### src/core/ovg_pkg.sv
package ovg_pkg;
    // register offsets (word index == byte address, plain port)
    localparam logic [3:0] REG_CTRL      = 4'h0;
    localparam logic [3:0] REG_VNOM      = 4'h1;
    localparam logic [3:0] REG_OV_LVL    = 4'h2;
    localparam logic [3:0] REG_OV_DLY    = 4'h3;
    localparam logic [3:0] REG_DIP_LVL   = 4'h4;
    localparam logic [3:0] REG_DIP_DLY   = 4'h5;
    localparam logic [3:0] REG_STATUS    = 4'h6;
    localparam logic [3:0] REG_COUNT     = 4'h7;
    // control field positions
    localparam int CTRL_WARN_EN  = 0;
    localparam int CTRL_TRIP_EN  = 1;
    localparam int CTRL_MODE_LO  = 2;
    localparam int CTRL_TWO_WIRE = 4;
    localparam int CTRL_OPMODE_LO = 5;
    // reset values
    localparam logic [15:0] VNOM_RST     = 16'h0190;
    localparam logic [7:0]  WARN_PCT_RST = 8'h6E;   // 110 %
    localparam logic [7:0]  TRIP_PCT_RST = 8'h6E;   // 110 %
    localparam logic [15:0] OV_DLY_RST   = 16'h001E; // 3 s in 0.1 s
    localparam logic [7:0]  DIP_PCT_RST  = 8'h46;   // 70 %
    localparam logic [7:0]  RST_PCT_RST  = 8'h5A;   // 90 %
    localparam logic [15:0] SHED_DLY_RST = 16'h000A; // 10 s
    localparam logic [15:0] RSTR_DLY_RST = 16'h0002; // 2 s
    localparam logic [3:0]  HYST_PCT     = 4'h5;
    // dip modes
    localparam logic [1:0] MODE_NONE    = 2'h0;
    localparam logic [1:0] MODE_SHED    = 2'h1;
    localparam logic [1:0] MODE_RESTART = 2'h2;
    // operating modes
    localparam logic [1:0] OPM_OVERLOAD    = 2'h0;
    localparam logic [1:0] OPM_INDEPENDENT = 2'h1;
    // timing
    localparam int CLK_HZ      = 100_000_000;
    localparam int TICK_MS     = 100;
    localparam int TICK_CYCLES = CLK_HZ / 1000 * TICK_MS;
    localparam logic [3:0] TICKS_PER_S = 4'hA;
    localparam int BLINK_MS     = 100;   // half period of 5 flashes/s
    localparam logic [7:0] BLINK_TICKS = 8'h01;
endpackage

### src/core/ovg_guard.sv
// Implementation choices: the strobed register port and the placing of the registers.
`timescale 1ns/1ps
// Behaviour
// - warning output high when any phase exceeds warn level, warning enabled.
// - fault output after phase above trip level for full fault delay.
// - warn and trip levels are percent of nominal, 1 % steps, default 110.
// - fault delay in 0.1 s steps, default 3 s.
// - overvoltage supervision only in ready/run with expansion module attached.
// - separate warning and fault enables, both off after reset.
// - overvoltage conditions clear only 5 % of threshold below threshold.
// - dip mode 0 none, 1 load shedding, 2 auto restart; default 0. Mode 2 does nothing here, same as mode 0.
// - load shedding evaluated only in mode 1, on average phase voltage.
// - shed status set, motor stopped, after average below dip level for delay.
// - shed status clears after average above restart level for restart delay.
// - on clear, 2-wire issues run command; 3-wire stays stopped.
// - overload mode leaves both logic outputs untouched by shedding.
// - independent mode leaves second logic output untouched by shedding.
// - changed shed or restart delay applies only from the next timer start; fault delay applies at once.
// - shedding disables both logic outputs, except per operating mode.
// - alarm indicator blinks five times per second while shedding.
// - shed and restart delays in whole seconds, defaults 10 s and 2 s.
// - dip and restart levels percent of nominal, defaults 70 and 90.
module ovg_guard (
    input  wire logic        sys_clk,     // 100 MHz clock
    input  wire logic        reset,       // synchronous, active high
    input  wire logic [15:0] phase_v1,    // L1-L2 voltage
    input  wire logic [15:0] phase_v2,    // L2-L3 voltage
    input  wire logic [15:0] phase_v3,    // L3-L1 voltage
    input  wire logic        module_ok,   // expansion module attached
    input  wire logic        motor_ready, // motor in ready state
    input  wire logic        motor_run,   // motor in run state
    input  wire logic        out1_req,    // logic output 1 request
    input  wire logic        out2_req,    // logic output 2 request
    input  wire logic [3:0]  reg_addr,    // register index
    input  wire logic [31:0] reg_wdata,   // write data
    input  wire logic        reg_wr,      // write strobe
    input  wire logic        reg_rd,      // read strobe
    output logic      [31:0] reg_rdata,   // read data, cycle after strobe
    output logic             ov_warn,     // overvoltage warning
    output logic             ov_fault,    // overvoltage fault
    output logic             shed_active, // load-shedding status
    output logic             motor_stop,  // stop command while shed
    output logic             run_cmd,     // one-cycle restart pulse
    output logic             logic_out1,  // gated logic output 1
    output logic             logic_out2,  // gated logic output 2
    output logic             alarm_led    // alarm indicator
);
    ////////////////////////////////////////////////////////////////////////
    // registers
    logic [7:0]  ctrl_q;
    logic [15:0] vnom_q;
    logic [7:0]  warn_level_q;
    logic [7:0]  trip_level_q;
    logic [15:0] ov_dly_q;
    logic [7:0]  dip_pct_q;
    logic [7:0]  rst_pct_q;
    logic [15:0] shed_dly_q;
    logic [15:0] rstr_dly_q;
    logic [15:0] ov_cnt_q;
    logic [15:0] shed_cnt_q;

    always_ff @(posedge sys_clk) begin
        if (reset) begin
            ctrl_q       <= 8'h00;
            vnom_q       <= ovg_pkg::VNOM_RST;
            warn_level_q <= ovg_pkg::WARN_PCT_RST;
            trip_level_q <= ovg_pkg::TRIP_PCT_RST;
            ov_dly_q     <= ovg_pkg::OV_DLY_RST;
            dip_pct_q    <= ovg_pkg::DIP_PCT_RST;
            rst_pct_q    <= ovg_pkg::RST_PCT_RST;
            shed_dly_q   <= ovg_pkg::SHED_DLY_RST;
            rstr_dly_q   <= ovg_pkg::RSTR_DLY_RST;
        end else if (reg_wr) begin
            case (reg_addr)
                ovg_pkg::REG_CTRL:   ctrl_q <= reg_wdata[7:0];
                ovg_pkg::REG_VNOM:   vnom_q <= reg_wdata[15:0];
                ovg_pkg::REG_OV_LVL: begin
                    warn_level_q <= reg_wdata[7:0];
                    trip_level_q <= reg_wdata[15:8];
                end
                ovg_pkg::REG_OV_DLY: ov_dly_q <= reg_wdata[15:0];
                ovg_pkg::REG_DIP_LVL: begin
                    dip_pct_q <= reg_wdata[7:0];
                    rst_pct_q <= reg_wdata[15:8];
                end
                ovg_pkg::REG_DIP_DLY: begin
                    shed_dly_q <= reg_wdata[15:0];
                    rstr_dly_q <= reg_wdata[31:16];
                end
                default: ;
            endcase
        end
    end
    logic       warn_en;
    logic       trip_en;
    logic [1:0] dip_mode;
    logic       two_wire;
    logic [1:0] op_mode;
    assign warn_en  = ctrl_q[ovg_pkg::CTRL_WARN_EN];
    assign trip_en  = ctrl_q[ovg_pkg::CTRL_TRIP_EN];
    assign dip_mode = ctrl_q[ovg_pkg::CTRL_MODE_LO +: 2];
    assign two_wire = ctrl_q[ovg_pkg::CTRL_TWO_WIRE];
    assign op_mode  = ctrl_q[ovg_pkg::CTRL_OPMODE_LO +: 2];
    ////////////////////////////////////////////////////////////////////////
    // 100 ms timebase
    localparam int TB_W = $clog2(ovg_pkg::TICK_CYCLES);
    logic [TB_W-1:0] tb_cnt_q;
    logic            tick_q;

    always_ff @(posedge sys_clk) begin
        if (reset) begin
            tb_cnt_q <= '0;
            tick_q   <= 1'b0;
        end else if (tb_cnt_q == TB_W'(ovg_pkg::TICK_CYCLES - 1)) begin
            tb_cnt_q <= '0;
            tick_q   <= 1'b1;
        end else begin
            tb_cnt_q <= tb_cnt_q + 1'b1;
            tick_q   <= 1'b0;
        end
    end
    ////////////////////////////////////////////////////////////////////////
    // level arithmetic: volts = vnom * pct / 100, compared as v*100
    logic [23:0] warn_thr;
    logic [23:0] trip_thr;
    logic [23:0] warn_clr;
    logic [23:0] trip_clr;
    logic [25:0] dip_thr;
    logic [25:0] rst_thr;
    logic [17:0] v_sum;
    logic [25:0] v_avg3;  // 26 bits: 3 * full scale * 100 overflows 24
    logic        ov_window;
    assign warn_thr = vnom_q * warn_level_q;
    assign trip_thr = vnom_q * trip_level_q;
    // hysteresis: clear level = thr * 95 / 100
    assign warn_clr = warn_thr - 24'(warn_thr * ovg_pkg::HYST_PCT / 100);
    assign trip_clr = trip_thr - 24'(trip_thr * ovg_pkg::HYST_PCT / 100);
    assign v_sum    = {2'b00, phase_v1} + {2'b00, phase_v2} + {2'b00, phase_v3};
    assign v_avg3   = 26'(v_sum) * 26'd100;
    assign dip_thr  = 26'(vnom_q * dip_pct_q * 3);
    assign rst_thr  = 26'(vnom_q * rst_pct_q * 3);
    assign ov_window = module_ok && (motor_ready || motor_run);
    logic [2:0] above_warn;
    logic [2:0] above_wclr;
    logic [2:0] above_trip;
    logic [2:0] above_tclr;
    logic [15:0] phase [3];
    assign phase[0] = phase_v1;
    assign phase[1] = phase_v2;
    assign phase[2] = phase_v3;
    for (genvar gi = 0; gi < 3; gi++) begin : g_ph
        logic [23:0] v100;
        assign v100 = 24'(phase[gi]) * 24'd100;
        assign above_warn[gi] = v100 > warn_thr;
        assign above_wclr[gi] = v100 > warn_clr;
        assign above_trip[gi] = v100 > trip_thr;
        assign above_tclr[gi] = v100 > trip_clr;
    end
    ////////////////////////////////////////////////////////////////////////
    // overvoltage warning and fault
    logic        trip_cond_q;
    logic [15:0] ov_tmr_q;
    always_ff @(posedge sys_clk) begin
        if (reset) begin
            ov_warn <= 1'b0;
        end else if (!ov_window || !warn_en) begin
            ov_warn <= 1'b0;
        end else if (|above_warn) begin
            ov_warn <= 1'b1;
        end else if (!(|above_wclr)) begin
            ov_warn <= 1'b0;
        end
    end
    // trip condition with hysteresis; timer restarts whenever it drops
    always_ff @(posedge sys_clk) begin
        if (reset) begin
            trip_cond_q <= 1'b0;
        end else if (|above_trip) begin
            trip_cond_q <= 1'b1;
        end else if (!(|above_tclr)) begin
            trip_cond_q <= 1'b0;
        end
    end
    always_ff @(posedge sys_clk) begin
        if (reset) begin
            ov_tmr_q <= '0;
            ov_fault <= 1'b0;
        end else if (!ov_window || !trip_en || !trip_cond_q) begin
            ov_tmr_q <= '0;
            ov_fault <= 1'b0;
        end else if (ov_tmr_q >= ov_dly_q) begin
            ov_fault <= 1'b1;
        end else if (tick_q) begin
            ov_tmr_q <= ov_tmr_q + 1'b1;
        end
    end
    ////////////////////////////////////////////////////////////////////////
    // load shedding
    typedef enum logic [1:0] {
        ST_IDLE  = 2'b00,
        ST_DIP   = 2'b01,
        ST_SHED  = 2'b11,
        ST_RECOV = 2'b10
    } ovg_shed_type;
    ovg_shed_type shed_q;
    logic [15:0]  sec_tmr_q;   // whole seconds
    logic [3:0]   sub_q;       // ticks within a second
    logic [15:0]  dly_lat_q;   // duration latched at timer start
    logic         below_dip;
    logic         above_rst;
    logic         run_pend_q;  // restart owed; issued as the status falls
    assign below_dip = v_avg3 < dip_thr;
    assign above_rst = v_avg3 > rst_thr;
    always_ff @(posedge sys_clk) begin
        if (reset) begin
            shed_q     <= ST_IDLE;
            sec_tmr_q  <= '0;
            sub_q      <= '0;
            dly_lat_q  <= '0;
            run_pend_q <= 1'b0;
        end else begin
            run_pend_q <= 1'b0;
            case (shed_q)
                ST_IDLE: begin
                    if (dip_mode == ovg_pkg::MODE_SHED && below_dip) begin
                        shed_q    <= ST_DIP;
                        sec_tmr_q <= '0;
                        sub_q     <= '0;
                        dly_lat_q <= shed_dly_q;
                    end
                end
                ST_DIP: begin
                    if (dip_mode != ovg_pkg::MODE_SHED || !below_dip) begin
                        shed_q <= ST_IDLE;
                    end else if (sec_tmr_q >= dly_lat_q) begin
                        shed_q <= ST_SHED;
                    end else if (tick_q) begin
                        if (sub_q == ovg_pkg::TICKS_PER_S - 4'h1) begin
                            sub_q     <= '0;
                            sec_tmr_q <= sec_tmr_q + 1'b1;
                        end else begin
                            sub_q <= sub_q + 1'b1;
                        end
                    end
                end
                ST_SHED: begin
                    if (dip_mode != ovg_pkg::MODE_SHED) begin
                        shed_q <= ST_IDLE;
                    end else if (above_rst) begin
                        shed_q    <= ST_RECOV;
                        sec_tmr_q <= '0;
                        sub_q     <= '0;
                        dly_lat_q <= rstr_dly_q;
                    end
                end
                ST_RECOV: begin
                    if (dip_mode != ovg_pkg::MODE_SHED) begin
                        shed_q <= ST_IDLE;
                    end else if (!above_rst) begin
                        shed_q <= ST_SHED;
                    end else if (sec_tmr_q >= dly_lat_q) begin
                        shed_q     <= ST_IDLE;
                        run_pend_q <= two_wire;
                    end else if (tick_q) begin
                        if (sub_q == ovg_pkg::TICKS_PER_S - 4'h1) begin
                            sub_q     <= '0;
                            sec_tmr_q <= sec_tmr_q + 1'b1;
                        end else begin
                            sub_q <= sub_q + 1'b1;
                        end
                    end
                end
                default: shed_q <= ST_IDLE;
            endcase
        end
    end
    logic shed_now;
    assign shed_now = (shed_q == ST_SHED) || (shed_q == ST_RECOV);
    always_ff @(posedge sys_clk) begin
        if (reset) begin
            shed_active <= 1'b0;
            motor_stop  <= 1'b0;
            run_cmd     <= 1'b0;
        end else begin
            shed_active <= shed_now;
            motor_stop  <= shed_now;
            run_cmd     <= run_pend_q;
        end
    end
    // logic output gating per operating mode
    always_ff @(posedge sys_clk) begin
        if (reset) begin
            logic_out1 <= 1'b0;
            logic_out2 <= 1'b0;
        end else begin
            logic_out1 <= out1_req &&
                (!shed_now || op_mode == ovg_pkg::OPM_OVERLOAD);
            logic_out2 <= out2_req &&
                (!shed_now || op_mode == ovg_pkg::OPM_OVERLOAD ||
                 op_mode == ovg_pkg::OPM_INDEPENDENT);
        end
    end
    ////////////////////////////////////////////////////////////////////////
    // alarm blink: toggle every 100 ms gives 5 flashes per second
    logic [7:0] blink_q;
    always_ff @(posedge sys_clk) begin
        if (reset) begin
            blink_q   <= '0;
            alarm_led <= 1'b0;
        end else if (!shed_now) begin
            blink_q   <= '0;
            alarm_led <= 1'b0;
        end else if (tick_q) begin
            if (blink_q >= ovg_pkg::BLINK_TICKS - 8'h01) begin
                blink_q   <= '0;
                alarm_led <= ~alarm_led;
            end else begin
                blink_q <= blink_q + 1'b1;
            end
        end
    end
    ////////////////////////////////////////////////////////////////////////
    // statistics, saturating
    logic ov_fault_prev_q;
    logic shed_prev_q;
    always_ff @(posedge sys_clk) begin
        if (reset) begin
            ov_fault_prev_q <= 1'b0;
            shed_prev_q     <= 1'b0;
            ov_cnt_q        <= '0;
            shed_cnt_q      <= '0;
        end else begin
            ov_fault_prev_q <= ov_fault;
            shed_prev_q     <= shed_active;
            if (ov_fault && !ov_fault_prev_q && ov_cnt_q != 16'hFFFF) begin
                ov_cnt_q <= ov_cnt_q + 1'b1;
            end
            if (shed_active && !shed_prev_q && shed_cnt_q != 16'hFFFF) begin
                shed_cnt_q <= shed_cnt_q + 1'b1;
            end
        end
    end
    ////////////////////////////////////////////////////////////////////////
    // read port: data in the cycle after the strobe; unmapped reads zero
    always_ff @(posedge sys_clk) begin
        if (reset) begin
            reg_rdata <= '0;
        end else if (reg_rd) begin
            case (reg_addr)
                ovg_pkg::REG_CTRL:    reg_rdata <= {24'h0, ctrl_q};
                ovg_pkg::REG_VNOM:    reg_rdata <= {16'h0, vnom_q};
                ovg_pkg::REG_OV_LVL:
                    reg_rdata <= {16'h0, trip_level_q, warn_level_q};
                ovg_pkg::REG_OV_DLY:  reg_rdata <= {16'h0, ov_dly_q};
                ovg_pkg::REG_DIP_LVL:
                    reg_rdata <= {16'h0, rst_pct_q, dip_pct_q};
                ovg_pkg::REG_DIP_DLY: reg_rdata <= {rstr_dly_q, shed_dly_q};
                ovg_pkg::REG_STATUS:
                    reg_rdata <= {26'h0, shed_q, alarm_led, shed_active,
                                  ov_fault, ov_warn};
                ovg_pkg::REG_COUNT:   reg_rdata <= {shed_cnt_q, ov_cnt_q};
                default:              reg_rdata <= 32'h0000_0000;
            endcase
        end else begin
            reg_rdata <= 32'h0000_0000;
        end
    end
endmodule // ovg_guard

### config.mk
export PLATFORM = sky130hd
export DESIGN_NAME = ovg_guard
export DESIGN_NICKNAME = d
export VERILOG_FILES = /design/src/core/ovg_pkg.sv /design/src/core/ovg_guard.sv
export SDC_FILE = /design/constraint.sdc
export NUM_CORES = 2
export LEC_CHECK = 0
export ABC_AREA = 1
export BUFFER_PORTS_ARGS = -buffer_cell sky130_fd_sc_hd__buf_2
export CORE_MARGIN = 3
export CORE_UTILIZATION = 40
export CTS_CLUSTER_DIAMETER = 60
export DETAILED_ROUTE_END_ITERATION = 12
export GPL_TIMING_DRIVEN = 0
export MAX_ROUTING_LAYER = met4
export PLACE_DENSITY = 0.59
export SLEW_MARGIN = 25
export SYNTH_ARGS = -nofsm -noshare
export SYNTH_HDL_FRONTEND = slang
export SYNTH_SLANG_ARGS = --single-unit
### constraint.sdc
create_clock -name sys_clk -period 27.6 [get_ports sys_clk]
set_clock_uncertainty 0.1 [all_clocks]
set_input_delay 4.14 -clock sys_clk [delete_from_list [all_inputs] [get_ports sys_clk]]
set_output_delay 4.14 -clock sys_clk [all_outputs]
set_load 0.05 [all_outputs]
* Word-level counts from Yosys, hierarchy flattened *
Index checks and enable logic that the tools add are counted.

storage, ports and cells
  flip-flop bits (word level) = 266
  output and inout bits = 40
  input port bits = 93

cells by class
  reduce and logical (&&, ||, !) cells = 49
  bitwise operators = 7
  order comparisons = 17
  $mul = 12
  mux-type cells = 40
  div/mod/pow operators = 2
  add/sub/neg operators = 11
  equality and inequality tests = 28

operators by type and width
  operator               count
  $gt 23x24->1           12
  $pmux 32 s8            1
  $mux 16                12
  $mul 16x8->24          4
  $add 16x1->16 const B  4
  $div 27x7->32 const B  2
  $pmux 16 s4            1
  $mul 16x5->21 const B  3
  $mul 24x3->27 const B  2
  $mul 24x2->26 const B  2
  $sub 24x24->24         2
  $mux 4                 9
  $ge 16x16->1           2
  $ne 16x16->1 const B   2
  $pmux 16 s2            1
  $gt 25x26->1           1
  $lt 25x26->1           1
  $add 24x1->24 const B  1
  $eq 24x24->1 const B   1
  $mul 18x5->23 const B  1
  $add 17x16->18         1
  $add 16x16->17         1
  $eq 4x3->1 const B     4
  $mux 2                 8
  other kinds (29)       88

* Depth between registers and ports, before layout *
  word-level depth = 8
  mapped depth = 184

* Worst setup path before layout *
Ideal clock, no wire load.

  kind = register to register
  start point = register vnom_q[0]
  end point = register ov_warn
  period minus slack after synthesis = 19.040 ns
  data required time = 27.358 ns
  arrival time = 18.798 ns
  stages on the path, launching flop included = 150
  path buffers = 3
  setup slack = 8.560 ns
  setup time = 0.142 ns
  cells stage by stage = dfxtp_1 clkbuf_1 clkbuf_1 buf_1 nand2_1 fa_1 fa_1 inv_1 fa_1 inv_1 fa_1 inv_1 ha_1 inv_1 o21bai_1 a21o_1 a21oi_1 o21ai_0 (+114 left out) o21ai_0 nand3_1 nand2_1 a21o_1 a21oi_1 o21ai_0 nand3_1 nand2_1 nand3_1 nand2_1 a211oi_1 xor2_1 ha_1 nand4_1 nor4_1 o221ai_1 nand3_1 a41oi_1

on the way
  cells in the longest elaborated chain, start to end = 7
  elaborated cells between the ends (all ways) = 14
  those cells by class = add/sub: 1; mul: 2; div: 1; order compare: 6; eq/ne: 1; mux: 1; reduce/logical: 2

RTL lines
  what                    line              text
  start, declared         ovg_guard.sv:51   logic [15:0] vnom_q;
  start signal, assigned  ovg_guard.sv:65   vnom_q <= ovg_pkg::VNOM_RST;
  start signal, assigned  ovg_guard.sv:76   ovg_pkg::REG_VNOM: vnom_q <= reg_wdata[15:0];
  $mul 16x8->24 *         ovg_guard.sv:133  assign warn_thr = vnom_q * warn_level_q;
  $mul 24x3->27           ovg_guard.sv:136  assign warn_clr = warn_thr - 24'(warn_thr * ovg_pkg::HYST_PCT / 100);
  $div 27x7->32           ovg_guard.sv:136
  $sub 24x24->24          ovg_guard.sv:136
  $gt 23x24->1            ovg_guard.sv:155  assign above_wclr[gi] = v100 > warn_clr;
  $reduce_or 3->1         ovg_guard.sv:170  end else if (!(|above_wclr)) begin
  $ne 2x2->1 (no line)    n/a
  end signal, assigned    ovg_guard.sv:167  ov_warn <= 1'b0;
  end signal, assigned    ovg_guard.sv:169  ov_warn <= 1'b1;
  end signal, assigned    ovg_guard.sv:171  ov_warn <= 1'b0;
  end, declared           ovg_guard.sv:39   output logic ov_warn,

Every way passes the cells marked *; elsewhere a longest branch is shown, timed or not.
A chain may end at the register's enable or synchronous reset.

* Worst setup path after layout *
Ends and elaborated chain as after synthesis.

==> results.md <==
- Critical-path top delay cell: xor2_1
- Fmax: 40.57 MHz
- Critical Path Fanout Max: 10
- CTS root buf: clkbuf_16
- Worst EP arrival: 24.96 ns
- Vias per cell: 5.130
- Antenna violations before repair: 8
- Drt wl/cell: 17.50 µm
- Worst setup SP type: flip-flop
- #FFs+latches synth: 258
- Ports: 133
- Period minus WS final: 24.65 ns
- Port bufs: 131
- CTS Buf Count: 31
- Pre-antenna DRT Iters: 8
- Final instance area: 59160 µm²
- Die H: 377.1 µm
- Syn Area/Cell: 6.985 µm²
- Final setup violation count: 0
- Clk buf depth: 3
- Synthesized cell area: 55080 µm²
- Outcome: complete, no violations
- DP Area: 57970 µm²
- Most used cell, CP: nand2_4
- Total track usage: 24.52%
- Core area: 136100 µm²
- CP peak stage delay: 0.73 ns
- Critical path's top delay family: simple AND/OR/NAND/NOR gates
- Insertion delay to the later sink of the worst-skew pair: 0.59 ns
- Setup_tns: 0 ns
- Critical path type: reg2reg
- Final WL: 172600 µm
- Die X: 377.1 µm
- WP buf/inv: 15
- Syn_nets: 9280
- Netlist cell types: 76
- First-pass GRT wire length: 269100 µm
- # Post-CTS Setup Buffers: 0
- Final Util: 43.45%
- Worst slew margin relative to its limit: 18.39%
- Post-synth ARST share: 0%
- RSZ-0062 raised after global routing: no
- HP Class: reg2reg
- Layout cell share with drive strength beyond 1: 8.151%
- CTS sink count: 258
- GRT Residual Overflow: 0
- Clock transition at path regs: 0.06 ns
- Vias in the first global route: 48830
- CTS tree: yes
- Actual slew at the worst max-slew pin: 1.215 ns
- Most frequent cells in the layout: inv_1, nand2_1, ha_1
- Critical Path RT: 27.91 ns
- Initial Util: 40.46%
- Final worst-path cycle share: 89.31%
- Routability cong.: 0.9766
- Seq/Total Area, Yosys: 9.378%
- Area delta synth->final: 7.406%
- # resized after CTS: 0
- Synth Instances: 7885
- Post-CTS Hold Buffers: 0
- Max-Cap Viols: 0
- Rows: 135
- Main synth FF type: dfxtp_1
- Layout net count: 9444
- FF-to-FF setup slack: 2.95 ns
- DIE AREA: 142200 µm²
- Hold WS: 0.3627 ns
- Warnings, synthesis: 0
- Post-synth EDFFs: 0
- # DRC: 0
- Largest net degree at the start of global routing: 15
- Fill count: 14240
- Hold Fails Final Rpt: 0
- Max H-tree Level: 1
- Initial detailed-routing violation count: 3245
- Post-DP HPWL: 146300 µm
- Endpoint type of the worst setup path: flip-flop
- Commonest non-fill, non-tap cell in the layout: inv_1
- DRT antenna net count: 0
- Via count: 50610
- Final Slew Violations: 0
state kept, by name (all words and copies together), names as in the netlist, 16 cells and up:
| register | count |
|---|---|
| tb_cnt_q | 24 |
| vnom_q | 16 |
| shed_dly_q | 16 |
| rstr_dly_q | 16 |
| ov_tmr_q | 16 |
| ov_cnt_q | 16 |
| dly_lat_q | 16 |
| shed_cnt_q | 16 |
| ov_dly_q | 16 |
| reg_rdata | 32 |
| sec_tmr_q | 16 |
cells by family after synthesis:
family / after synthesis / share of synthesized area (%)
AND/OR/NAND/NOR: 2934 / 25.27
adder cells (fa/ha/maj): 1302 / 35.10
buffers and inverters: 1917 / 13.12
AO/OA/AOI/OAI: 1177 / 12.39
flip-flops: 258 / 9.378
XOR/XNOR: 297 / 4.750
per-stage QoR:
step | setup WS [ns] | instances
after floorplan | 8.560 | 7885
after detailed placement | 3.122 | 9797
after CTS | 2.990 | 9854
after global placement | 3.254 | 9797
after global routing | 0.7609 | 9862
final | 2.950 | 9864
cell usage after synthesis, drive strengths merged (7+ instances only):
cell	n	area, µm²
and2	7	47.55
clkbuf	178	668.1
nand3b	12	90.09
o21a	13	97.59
o211ai	19	147.6
a31oi	21	131.4
a21o	28	214.0
o21ai	301	1559
nor2	441	1918
a211oi	28	210.2
clkinv	12	50.05
nand4	137	974.7
nor3	79	395.4
nand2	1820	7865
nor4	24	156.4
a21oi	573	2928
a221oi	16	140.1
nand3	386	2267
inv	1717	6447
o21bai	89	675.7
nor3b	19	142.6
fa	405	8108
xor2	202	1784
a2111oi	12	105.1
ha	897	11220
buf	9	41.29
xnor2	95	832.1
dfxtp	258	5165
o22ai	28	181.4
o221ai	10	87.58
worst register-to-register path: cells and delay by family (launching register included):
kind	cells	cell delay [ns]
adder cells (fa/ha/maj)	9	3.70
AO/OA/AOI/OAI	26	4.47
flip-flops	1	0.30
buffers and inverters	15	3.05
AND/OR/NAND/NOR	99	11.60
XOR/XNOR	2	1.22
final timing paths:
check | start | endpoint | depth (start not counted)
min | ctrl_q[7]$_SDFFE_PP0P_ | ctrl_q[7]$_SDFFE_PP0P_ | 2
max | vnom_q[0]$_SDFFE_PP0P_ | ov_warn$_SDFFE_PP0P_ | 151
min reg2reg | ctrl_q[7]$_SDFFE_PP0P_ | ctrl_q[7]$_SDFFE_PP0P_ | 2
max reg2reg | vnom_q[0]$_SDFFE_PP0P_ | ov_warn$_SDFFE_PP0P_ | 151
routing by layer:
metal,global-route usage [%],part of all wire (%)
met4,8.825,4.4
met1,30.88,44
met5,-,0
met2,40.61,46
met3,2.711,5.5
final cells by class:
| class | count | area [µm²] | share of cell area (%) |
|---|---|---|---|
| antenna | 10 | 25.02 | 0.04230 |
| buffer | 187 | 709.4 | 1.199 |
| clock buffer | 40 | 869.6 | 1.470 |
| clock inverter | 17 | 274.0 | 0.4632 |
| inverter | 1730 | 6515 | 11.01 |
| multi-input combinational | 5710 | 42710 | 72.21 |
| sequential | 258 | 5165 | 8.731 |
| tap | 1781 | 2228 | 3.767 |
| timing repair buffer | 131 | 655.6 | 1.108 |
Power is left out: the tool's default activity adds up to more than one toggle a clock period on the data nets, which glitch-free logic cannot reach.
